===== src/verilog/brl_defs.svh =====
// named constants of the bootstrap ram loader
`ifndef BRL_DEFS_SVH
`define BRL_DEFS_SVH

`define BRL_COUNT_LIMIT 8'hb0
`define BRL_RAM1_START 16'h0050
`define BRL_RAM1_END 16'h00ff
`define BRL_RAM2_START 16'h0100
`define BRL_RAM2_END 16'h01ff
`define BRL_RAM3_START 16'h0250
`define BRL_RAM3_END 16'h02ff
`define BRL_EXEC_ADDR 16'h0051

`define BRL_VEC_SERIAL 16'h0063
`define BRL_VEC_TOVF 16'h0060
`define BRL_VEC_OCMP 16'h005d
`define BRL_VEC_ICAP 16'h005a
`define BRL_VEC_EXT 16'h0057
`define BRL_VEC_TRAP 16'h0054

`define BRL_SEL_TRAP 3'h0
`define BRL_SEL_EXT 3'h1
`define BRL_SEL_ICAP 3'h2
`define BRL_SEL_OCMP 3'h3
`define BRL_SEL_TOVF 3'h4
`define BRL_SEL_SERIAL 3'h5

`define BRL_CLK_KHZ 250000
`define BRL_QUIET_MS 5

`define BRL_MC_DIV_LAST 2'h3
`define BRL_SETTLE_LAST 2'h3
`define BRL_T_HO 6'h05
`define BRL_T_ADR 6'h10
`define BRL_T_EXR 6'h1e
`define BRL_T_CR_LAST 6'h30

`endif


===== src/verilog/brl_pkg.sv =====
// types of the bootstrap ram loader
`default_nettype none
package brl_pkg;

   typedef enum logic [2:0] {
      ST_STRAP = 3'b000,
      ST_HEAD = 3'b001,
      ST_COUNT = 3'b010,
      ST_EXT = 3'b011,
      ST_PAR = 3'b100,
      ST_RUN = 3'b101,
      ST_IDLE = 3'b110
   } brl_state_e;

   typedef enum logic [1:0] {
      MODE_NONE = 2'b00,
      MODE_JUMP = 2'b01,
      MODE_SERIAL = 2'b10,
      MODE_PAR = 2'b11
   } brl_mode_e;

   typedef struct packed {
      brl_state_e st;
      brl_mode_e mode;
      logic [2:0] pd_s1;
      logic [2:0] pd_s2;
      logic [1:0] settle;
      logic hs_s1;
      logic hs_s2;
      logic hs_prev;
      logic [7:0] dat_s1;
      logic [7:0] dat_s2;
      logic [1:0] div;
      logic tick;
      logic [5:0] mc;
      logic hs_out;
      logic seen;
      logic sampled;
      logic [15:0] par_addr;
      logic push;
      logic [7:0] push_data;
      logic [15:0] wr_addr;
      logic [7:0] count;
      logic [20:0] quiet;
      logic ram_we;
      logic [15:0] ram_addr;
      logic [7:0] ram_wdata;
      logic run;
      logic [15:0] run_addr;
      logic vec_remap;
      logic [15:0] vec_target;
   } brl_loader_s;

endpackage
`default_nettype wire


===== src/verilog/brl_stream_if.sv =====
// byte stream between the loader and its fifo
`timescale 1ns/100ps
`default_nettype none
interface brl_stream_if #(parameter int WIDTH = 8);
   logic push_valid;
   logic [WIDTH-1:0] push_data;
   logic push_ready;
   logic pop_valid;
   logic [WIDTH-1:0] pop_data;
   logic pop_ready;

   modport fifo_side (
      input push_valid,
      input push_data,
      output push_ready,
      output pop_valid,
      output pop_data,
      input pop_ready
   );

   modport user_side (
      output push_valid,
      output push_data,
      input push_ready,
      input pop_valid,
      input pop_data,
      output pop_ready
   );
endinterface
`default_nettype wire


===== src/verilog/brl_fifo.sv =====
// byte fifo with valid and ready on both sides
`timescale 1ns/100ps
`default_nettype none
module brl_fifo #(
   parameter int WIDTH = 8,
   parameter int DEPTH = 8
) (
   input wire logic clock,
   input wire logic reset,
   brl_stream_if.fifo_side s
);
   localparam int AW = $clog2(DEPTH);
   localparam logic [AW:0] DEPTH_C = (AW+1)'(DEPTH);

   typedef struct packed {
      logic [DEPTH-1:0][WIDTH-1:0] mem;
      logic [AW:0] count;
      logic [AW-1:0] rd;
      logic [AW-1:0] wr;
      logic in_ready;
   } brl_fifo_s;

   brl_fifo_s q_ff;
   brl_fifo_s nxt_q;
   logic do_push;
   logic do_pop;

   assign s.push_ready = q_ff.in_ready;
   assign s.pop_valid = (q_ff.count != '0);
   assign s.pop_data = q_ff.mem[q_ff.rd];

   always_comb begin
      nxt_q = q_ff;
      do_push = s.push_valid && q_ff.in_ready;
      do_pop = s.pop_ready && (q_ff.count != '0);
      if (do_push) begin
         nxt_q.mem[q_ff.wr] = s.push_data;
         nxt_q.wr = (q_ff.wr == AW'(DEPTH - 1)) ? '0 : q_ff.wr + 1'b1;
      end
      if (do_pop) begin
         nxt_q.rd = (q_ff.rd == AW'(DEPTH - 1)) ? '0 : q_ff.rd + 1'b1;
      end
      if (do_push && !do_pop) begin
         nxt_q.count = q_ff.count + 1'b1;
      end else if (do_pop && !do_push) begin
         nxt_q.count = q_ff.count - 1'b1;
      end
      nxt_q.in_ready = (nxt_q.count != DEPTH_C);
   end

   always_ff @(posedge clock) begin
      if (reset) begin
         q_ff <= '0;
         q_ff.in_ready <= 1'b1;
      end else begin
         q_ff <= nxt_q;
      end
   end
endmodule
`default_nettype wire


===== src/verilog/brl_loader.sv =====
// bootstrap ram loader: strap decode, serial and parallel load, vectors
`timescale 1ns/100ps
`default_nettype none
`include "brl_defs.svh"
module brl_loader #(
   parameter int unsigned QUIET_CYCLES = `BRL_QUIET_MS * `BRL_CLK_KHZ
) (
   input wire logic clock,
   input wire logic reset,
   input wire logic port_d_bit2,
   input wire logic port_d_bit3,
   input wire logic port_d_bit4,
   input wire logic ser_valid,
   input wire logic [7:0] ser_data,
   output logic ser_ready,
   input wire logic [7:0] par_data,
   input wire logic handshake_in_pin,
   output logic handshake_out_pin,
   output logic [15:0] par_addr,
   input wire logic ram_ready,
   output logic ram_we,
   output logic [15:0] ram_addr,
   output logic [7:0] ram_wdata,
   output logic run,
   output logic [15:0] run_addr,
   input wire logic [2:0] vec_sel,
   output logic vec_remap,
   output logic [15:0] vec_target
);
   localparam logic [20:0] QUIET_LAST = 21'(QUIET_CYCLES - 1);

   brl_pkg::brl_loader_s q_ff;
   brl_pkg::brl_loader_s nxt_q;
   logic pop;
   logic ser_push;

   brl_stream_if #(.WIDTH(8)) strm ();

   brl_fifo #(.WIDTH(8), .DEPTH(8)) u_fifo (
      .clock(clock),
      .reset(reset),
      .s(strm.fifo_side)
   );

   // serial bytes only enter in serial mode, parallel bytes from the cycle fsm
   assign strm.push_valid = (q_ff.mode == brl_pkg::MODE_SERIAL) ? ser_valid
                                                                : q_ff.push;
   assign strm.push_data = (q_ff.mode == brl_pkg::MODE_SERIAL) ? ser_data
      : q_ff.push_data;
   assign ser_push = ser_valid && strm.push_ready
                     && (q_ff.mode == brl_pkg::MODE_SERIAL);
   assign strm.pop_ready = ram_ready && (q_ff.st inside {brl_pkg::ST_HEAD,
      brl_pkg::ST_COUNT, brl_pkg::ST_EXT, brl_pkg::ST_PAR});
   assign pop = strm.pop_ready && strm.pop_valid;

   assign ser_ready = strm.push_ready;
   assign handshake_out_pin = q_ff.hs_out;
   assign par_addr = q_ff.par_addr;
   assign ram_we = q_ff.ram_we;
   assign ram_addr = q_ff.ram_addr;
   assign ram_wdata = q_ff.ram_wdata;
   assign run = q_ff.run;
   assign run_addr = q_ff.run_addr;
   assign vec_remap = q_ff.vec_remap;
   assign vec_target = q_ff.vec_target;

   // walks ram one, then two, then three
   function automatic logic [15:0] step_addr(input logic [15:0] a);
      logic [15:0] r;
      r = a + 16'h0001;
      if (a == `BRL_RAM1_END) begin
         r = `BRL_RAM2_START;
      end else if (a == `BRL_RAM2_END) begin
         r = `BRL_RAM3_START;
      end
      return r;
   endfunction

   always_comb begin
      nxt_q = q_ff;
      nxt_q.ram_we = 1'b0;
      nxt_q.push = 1'b0;
      nxt_q.tick = 1'b0;
      // pin synchronisers
      nxt_q.pd_s1 = {port_d_bit4, port_d_bit3, port_d_bit2};
      nxt_q.pd_s2 = q_ff.pd_s1;
      nxt_q.hs_s1 = handshake_in_pin;
      nxt_q.hs_s2 = q_ff.hs_s1;
      nxt_q.hs_prev = q_ff.hs_s2;
      nxt_q.dat_s1 = par_data;
      nxt_q.dat_s2 = q_ff.dat_s1;
      // machine cycle enable
      nxt_q.div = q_ff.div + 2'h1;
      nxt_q.tick = (q_ff.div == `BRL_MC_DIV_LAST);
      // interrupt vector redirection
      nxt_q.vec_remap = (q_ff.mode != brl_pkg::MODE_NONE);
      unique case (vec_sel)
         `BRL_SEL_SERIAL: nxt_q.vec_target = `BRL_VEC_SERIAL;
         `BRL_SEL_TOVF: nxt_q.vec_target = `BRL_VEC_TOVF;
         `BRL_SEL_OCMP: nxt_q.vec_target = `BRL_VEC_OCMP;
         `BRL_SEL_ICAP: nxt_q.vec_target = `BRL_VEC_ICAP;
         `BRL_SEL_EXT: nxt_q.vec_target = `BRL_VEC_EXT;
         default: nxt_q.vec_target = `BRL_VEC_TRAP;
      endcase
      // ram write of each popped byte after the header
      if (pop && q_ff.st != brl_pkg::ST_HEAD) begin
         nxt_q.ram_we = 1'b1;
         nxt_q.ram_addr = q_ff.wr_addr;
         nxt_q.ram_wdata = strm.pop_data;
         nxt_q.wr_addr = step_addr(q_ff.wr_addr);
      end
      unique case (q_ff.st)
         brl_pkg::ST_STRAP: begin
            // straps read once the synchroniser has filled
            if (q_ff.settle != `BRL_SETTLE_LAST) begin
               nxt_q.settle = q_ff.settle + 2'h1;
            end else if (q_ff.pd_s2[2:1] == 2'b11) begin
               nxt_q.mode = brl_pkg::MODE_SERIAL;
               nxt_q.st = brl_pkg::ST_HEAD;
            end else if (q_ff.pd_s2 == 3'b011) begin
               nxt_q.mode = brl_pkg::MODE_JUMP;
               nxt_q.st = brl_pkg::ST_RUN;
               nxt_q.run = 1'b1;
               nxt_q.run_addr = `BRL_EXEC_ADDR;
            end else if (q_ff.pd_s2 == 3'b010) begin
               nxt_q.mode = brl_pkg::MODE_PAR;
               nxt_q.st = brl_pkg::ST_PAR;
               nxt_q.mc = 6'h00;
               nxt_q.par_addr = `BRL_RAM1_START;
               nxt_q.wr_addr = `BRL_RAM1_START;
            end else begin
               nxt_q.st = brl_pkg::ST_IDLE;
            end
         end
         brl_pkg::ST_HEAD: begin
            nxt_q.wr_addr = `BRL_RAM1_START;
            nxt_q.quiet = '0;
            if (pop) begin
               if (strm.pop_data < `BRL_COUNT_LIMIT) begin
                  nxt_q.count = strm.pop_data;
                  nxt_q.st = (strm.pop_data == 8'h00) ? brl_pkg::ST_RUN
                                                      : brl_pkg::ST_COUNT;
                  nxt_q.run = (strm.pop_data == 8'h00);
                  nxt_q.run_addr = `BRL_EXEC_ADDR;
               end else begin
                  nxt_q.st = brl_pkg::ST_EXT;
               end
            end
         end
         brl_pkg::ST_COUNT: begin
            if (pop) begin
               nxt_q.count = q_ff.count - 8'h01;
               // count ends, or ram one is full
               if (q_ff.count == 8'h01 || q_ff.wr_addr == `BRL_RAM1_END) begin
                  nxt_q.st = brl_pkg::ST_RUN;
                  nxt_q.run = 1'b1;
                  nxt_q.run_addr = `BRL_EXEC_ADDR;
               end
            end
         end
         brl_pkg::ST_EXT: begin
            if (ser_push) begin
               nxt_q.quiet = '0;
            end else if (q_ff.quiet != QUIET_LAST) begin
               nxt_q.quiet = q_ff.quiet + 21'h00_0001;
            end
            if ((pop && q_ff.wr_addr == `BRL_RAM3_END)
                || (!pop && q_ff.quiet == QUIET_LAST)) begin
               nxt_q.st = brl_pkg::ST_RUN;
               nxt_q.run = 1'b1;
               nxt_q.run_addr = `BRL_EXEC_ADDR;
            end
         end
         brl_pkg::ST_PAR: begin
            if (q_ff.tick) begin
               if (q_ff.mc == `BRL_T_CR_LAST) begin
                  nxt_q.mc = 6'h00;
                  nxt_q.seen = 1'b0;
                  nxt_q.sampled = 1'b0;
                  // a cycle with no byte is repeated at the same address
                  if (q_ff.sampled && q_ff.par_addr != `BRL_RAM3_END) begin
                     nxt_q.par_addr = step_addr(q_ff.par_addr);
                  end
               end else begin
                  nxt_q.mc = q_ff.mc + 6'h01;
               end
               if (q_ff.mc == `BRL_T_HO) begin
                  nxt_q.hs_out = !q_ff.hs_out;
               end
            end
            // edge only counts after our own toggle and up to the limit
            if (q_ff.hs_s2 != q_ff.hs_prev && q_ff.mc > `BRL_T_HO
                && q_ff.mc <= `BRL_T_EXR) begin
               nxt_q.seen = 1'b1;
            end
            // sample once the address has settled, data valid per source
            if (q_ff.seen && !q_ff.sampled && q_ff.mc >= `BRL_T_ADR
                && strm.push_ready && !q_ff.push) begin
               nxt_q.push = 1'b1;
               nxt_q.push_data = q_ff.dat_s2;
               nxt_q.sampled = 1'b1;
            end
            if (pop && q_ff.wr_addr == `BRL_RAM3_END) begin
               nxt_q.st = brl_pkg::ST_RUN;
               nxt_q.run = 1'b1;
               nxt_q.run_addr = `BRL_EXEC_ADDR;
            end
         end
         brl_pkg::ST_RUN: begin
            nxt_q.run = 1'b1;
         end
         brl_pkg::ST_IDLE: begin
            nxt_q.run = 1'b0;
         end
         default: begin
            nxt_q.st = brl_pkg::ST_IDLE;
         end
      endcase
   end

   always_ff @(posedge clock) begin
      if (reset) begin
         q_ff <= '0;
      end else begin
         q_ff <= nxt_q;
      end
   end
endmodule
`default_nettype wire


===== config.mk =====
export PLATFORM = sky130hd
export DESIGN_NAME = brl_loader
export DESIGN_NICKNAME = d
export VERILOG_FILES = /design/src/verilog/brl_pkg.sv /design/src/verilog/brl_stream_if.sv /design/src/verilog/brl_fifo.sv /design/src/verilog/brl_loader.sv
export VERILOG_INCLUDE_DIRS = /design/src /design/src/verilog
export SDC_FILE = /design/constraint.sdc
export NUM_CORES = 1
export LEC_CHECK = 0
export BUFFER_PORTS_ARGS = -buffer_cell sky130_fd_sc_hd__buf_4
export CAP_MARGIN = 25
export CORE_MARGIN = 3
export CORE_UTILIZATION = 59
export DETAILED_ROUTE_END_ITERATION = 12
export HOLD_SLACK_MARGIN = 0.15
export PLACE_DENSITY = 0.8
export SYNTH_ARGS = -nofsm -noshare
export SYNTH_HDL_FRONTEND = slang
export SYNTH_HIERARCHICAL = 1
export SYNTH_SLANG_ARGS = --single-unit

===== constraint.sdc =====
create_clock -name clock -period 3.65 [get_ports clock]
set_input_delay 0.1825 -clock clock [delete_from_list [all_inputs] [get_ports clock]]
set_output_delay 0.1825 -clock clock [all_outputs]
set_load 0.01 [all_outputs]

==> results list <==
- Result of the run: completed
- Worst Reg2Reg Path Length in Cells: 8
- N_diodes: 0
- Leak pwr: 4.55 nW
- Pin count of the biggest net entering global routing: 170
* Number of CTS-inserted buffers: 24
- The floorplan step defined a die boundary enclosing 19,500 um2.
- Worst Min Path Start: ser_data[6]
* Fin cells: between 1,000 and 1,500
- Static timing analysis puts the maximum clock frequency at 336 MHz.
* Share of layout cells above drive strength 1: between 15 and 20%
* Area taken by flip-flops and latches: 4480 um2
* Synthesized area per cell: 9.01 um2
* Leading cell type in the layout, fill and taps excluded: sky130_fd_sc_hd__dfxtp_1
* Worst voltage drop across the vdd grid: 0.474 mV
- R2R Path End: q_ff[85]
- Worst clock skew: about 0.011 ns
- Final period util: 81.5%
- Seq cells post-synth: 224
* Arrival time of data at the critical path endpoint: 3.34 ns
- Overall routed net length: 23,000 um
* Async set or reset register ratio after synthesis: 0%
- At the pin with the least slew margin, the transition time is 0.948 ns.
* Post-detailed-route DRC marker count: 0
* TritonCTS sink count: roughly 220
- The detail route stage leaves a number of antenna-violating nets equal to 0.
- The wire-length estimate of the detail-placed layout is 15,000 um.
- All-layer global routing usage: 23.0%
- The worst setup path is captured at a flop.
* TritonCTS clock tree: done
* Final hold viol count: 0
- In this run the critical register-to-register path is launched from u_fifo/q_ff[4].
- In the layout the commonest cells are sky130_fd_sc_hd__dfxtp_1, sky130_fd_sc_hd__nor2_1, sky130_fd_sc_hd__nand2_1.
* Filler cell count in the final layout: 1,359
- For this design the ratio of total power to cell area is 453 nW/um2.
- Shortest clock period the worst path allows after layout: 2.97 ns
* Setup CP Type: flop to flop
- Post-synth design cell area: between 10,000 and 15,000 um2
- Worst hold path cell count: 4
* Post-synth top flop: sky130_fd_sc_hd__dfxtp_1
- Effective utilization at floorplan: 60.6%
* Number of detailed-routing iterations run before antenna repair: 5
- Maximum level of the CTS H-tree: 1
* Multi-input logic area: 5260 um2
* Post-CTS clock slew at the launch and capture registers of the worst setup and hold paths: 0.06 ns
- Number of antenna violations at the first check in global routing: 0
* Sequential-to-total area share from yosys stat: 42.6%
- Total gr overflow: 0
- CTS placed an instance of sky130_fd_sc_hd__clkbuf_16 at the clock tree root.
- Headroom to the max-slew limit came out at 36.8%.
- At the later pin of the worst-skew pair, clock insertion delay measures a little over 0.5 ns.
* Gpl congestion: 0.898
* FF-to-FF setup slack: 0.68 ns
- In this run the tool buffered the top-level ports with 81 buffer cells.
* Crit start category: flop
- In this run, synthesis inferred 0 flip-flops with an integrated enable.
- Worst Hold Class: input port to flop
- YS warnings: 6
* Post-CTS sizing: 0
- Setup repair after global routing left no endpoint under its margin.
- Max clock buf depth: 3
* Row cnt: 48
* Fin Setup TNS: 0 ns
* First DRT Iteration DRCs: a little over 500
- From bottom edge to top edge, the die measures 140 um.
- Along the worst path, the maximum fanout reaches 11.
* Placed cell count: 1,373
* Floorplan die width: 140 um
- between 100 and 150 I/O pins were placed.
- Dividing the detail-routed wire length by the instance count gives between 15 and 20 um.
- Setup violations remaining at the end of the flow were counted as 0.
* Core Box Area: 17,400 um2
* Layout net count: 1,237
* Worst endpoint required time: 4.01 ns
- Count of pins over their slew limit: 0
- From synthesis to final layout, the design area changed by 12.3%.
- Detailed routing inserted a total of between 8,000 and 9,000 vias.
- End of the worst hold path: u_fifo/q_ff[49]
- In the routed layout, each cell is associated on average with a via count of 5.70.
* Post-synthesis cell count: 1,168
* Global-route wire length before repair: 38,200 um
- Number of global-route vias before repair: 7,833
* Count of maximum capacitance violations: 0
- Counting distinct cell types in the post-synthesis netlist gives 74.
==> cell type report <==
class | instances | area share [%]
clock buffers | 30 | 5.79
inverters | 14 | 0.445
repair buffers | 109 | 7.43
well taps | 225 | 2.38
multi-input cells | 820 | 44.5
clock inverters | 14 | 1.48
flip-flops and latches | 224 | 37.9
==> worst max-delay path: stages, from the launching register on <==
cell and delay, ns:
sky130_fd_sc_hd__dfxtp_1 0.67, sky130_fd_sc_hd__buf_4 0.29, sky130_fd_sc_hd__mux4_2 0.52, sky130_fd_sc_hd__mux2_2 0.34
sky130_fd_sc_hd__a211oi_1 0.28, sky130_fd_sc_hd__o21a_1 0.36, sky130_fd_sc_hd__o21ai_0 0.16, sky130_fd_sc_hd__a21oi_1 0.17
sky130_fd_sc_hd__nor2_1 0.05
==> synthesized netlist by cell type (all sizes together) (6+ instances only) <==
master	count	area (um2)
nor3	17	119
mux2	17	191
mux4	16	360
inv	14	52.6
nor4	9	56.3
mux2i	74	741
buf	91	659
xnor2	23	201
a211oi	8	60.1
nand4	21	131
nor2b	36	225
and2	7	45.1
and4	8	70.1
nand2	119	457
nor2	172	668
o21ai	27	139
a31oi	12	75.1
nand3	36	180
ha	17	213
dfxtp	224	4480
xor2	28	245
a21oi	65	333
and3	12	76.3
clkbuf	40	150
or3	6	38.8
==> routing by layer <==
metal,wire length [um],track usage [%],vias to the layer above,share of wire (%)
li1,-,-,3999,-
met1,10600,31.2,3928,46
met2,10900,38.8,212,47
met3,1110,3.64,40,4.8
met4,480,5.46,0,2.1
met5,0,0,-,0
==> cell families after synthesis <==
kind of cell,share of synthesized area (%)
compound gates,8.39
xor+xnor,4.24
fa+ha+maj,2.02
buf+inv,8.19
flops,42.6
mux,12.3
other cells,0.0356
simple gates,22.2
==> power by group <==
part,switching [W],internal [W]
clock network,0.000979,0.00161
registers,0.0000234,0.00248
logic,0.000154,0.000109
==> flip-flops by register name, summed over array words and instances (netlist names) <==
name,count
q_ff,84
run_addr,1
run,1
u_fifo/s.push_ready,1
ram_addr,16
vec_remap,1
vec_target,7
handshake_out_pin,1
u_fifo/q_ff,74
ram_we,1
par_addr,16
nxt_q,13
ram_wdata,8
==> worst max path at each step <==
stage / from / to / slack (ns) / depth (start not counted)
after CTS: u_fifo/q_ff[4] / q_ff[82] / 0.69 / 8
after global routing: u_fifo/q_ff[4] / q_ff[82] / 0.39 / 8
final: u_fifo/q_ff[4] / q_ff[85] / 0.68 / 8
after detailed placement: u_fifo/q_ff[4] / q_ff[85] / 0.74 / 8
after global placement: u_fifo/q_ff[4] / q_ff[85] / 0.81 / 8
after floorplan: u_fifo/q_ff[4] / q_ff[85] / 0.90 / 11
==> stage by stage <==
step / hold slack (ns) / worst slack, ns / power (W) / util [%] / area (um2)
2_1_floorplan: 0.311 / 0.904 / 0.00275 / - / 10600
5_1_grt: 0.219 / 0.395 / 0.00553 / 68.1 / 11800
3_5_place_dp: 0.401 / 0.735 / 0.00280 / 62.0 / 10800
4_1_cts: 0.190 / 0.687 / 0.00539 / 68.1 / 11800
6_report: 0.208 / 0.675 / 0.00536 / 68.1 / 11800
3_3_place_gp: 0.397 / 0.809 / 0.00279 / 62.0 / 10800
==> what timing repair did <==
item,in CTS,in global routing
buffers inserted,0,0
hold buffers,19,0
endpoints found under the hold margin,24,0
(Power assumes the default switching activity.)
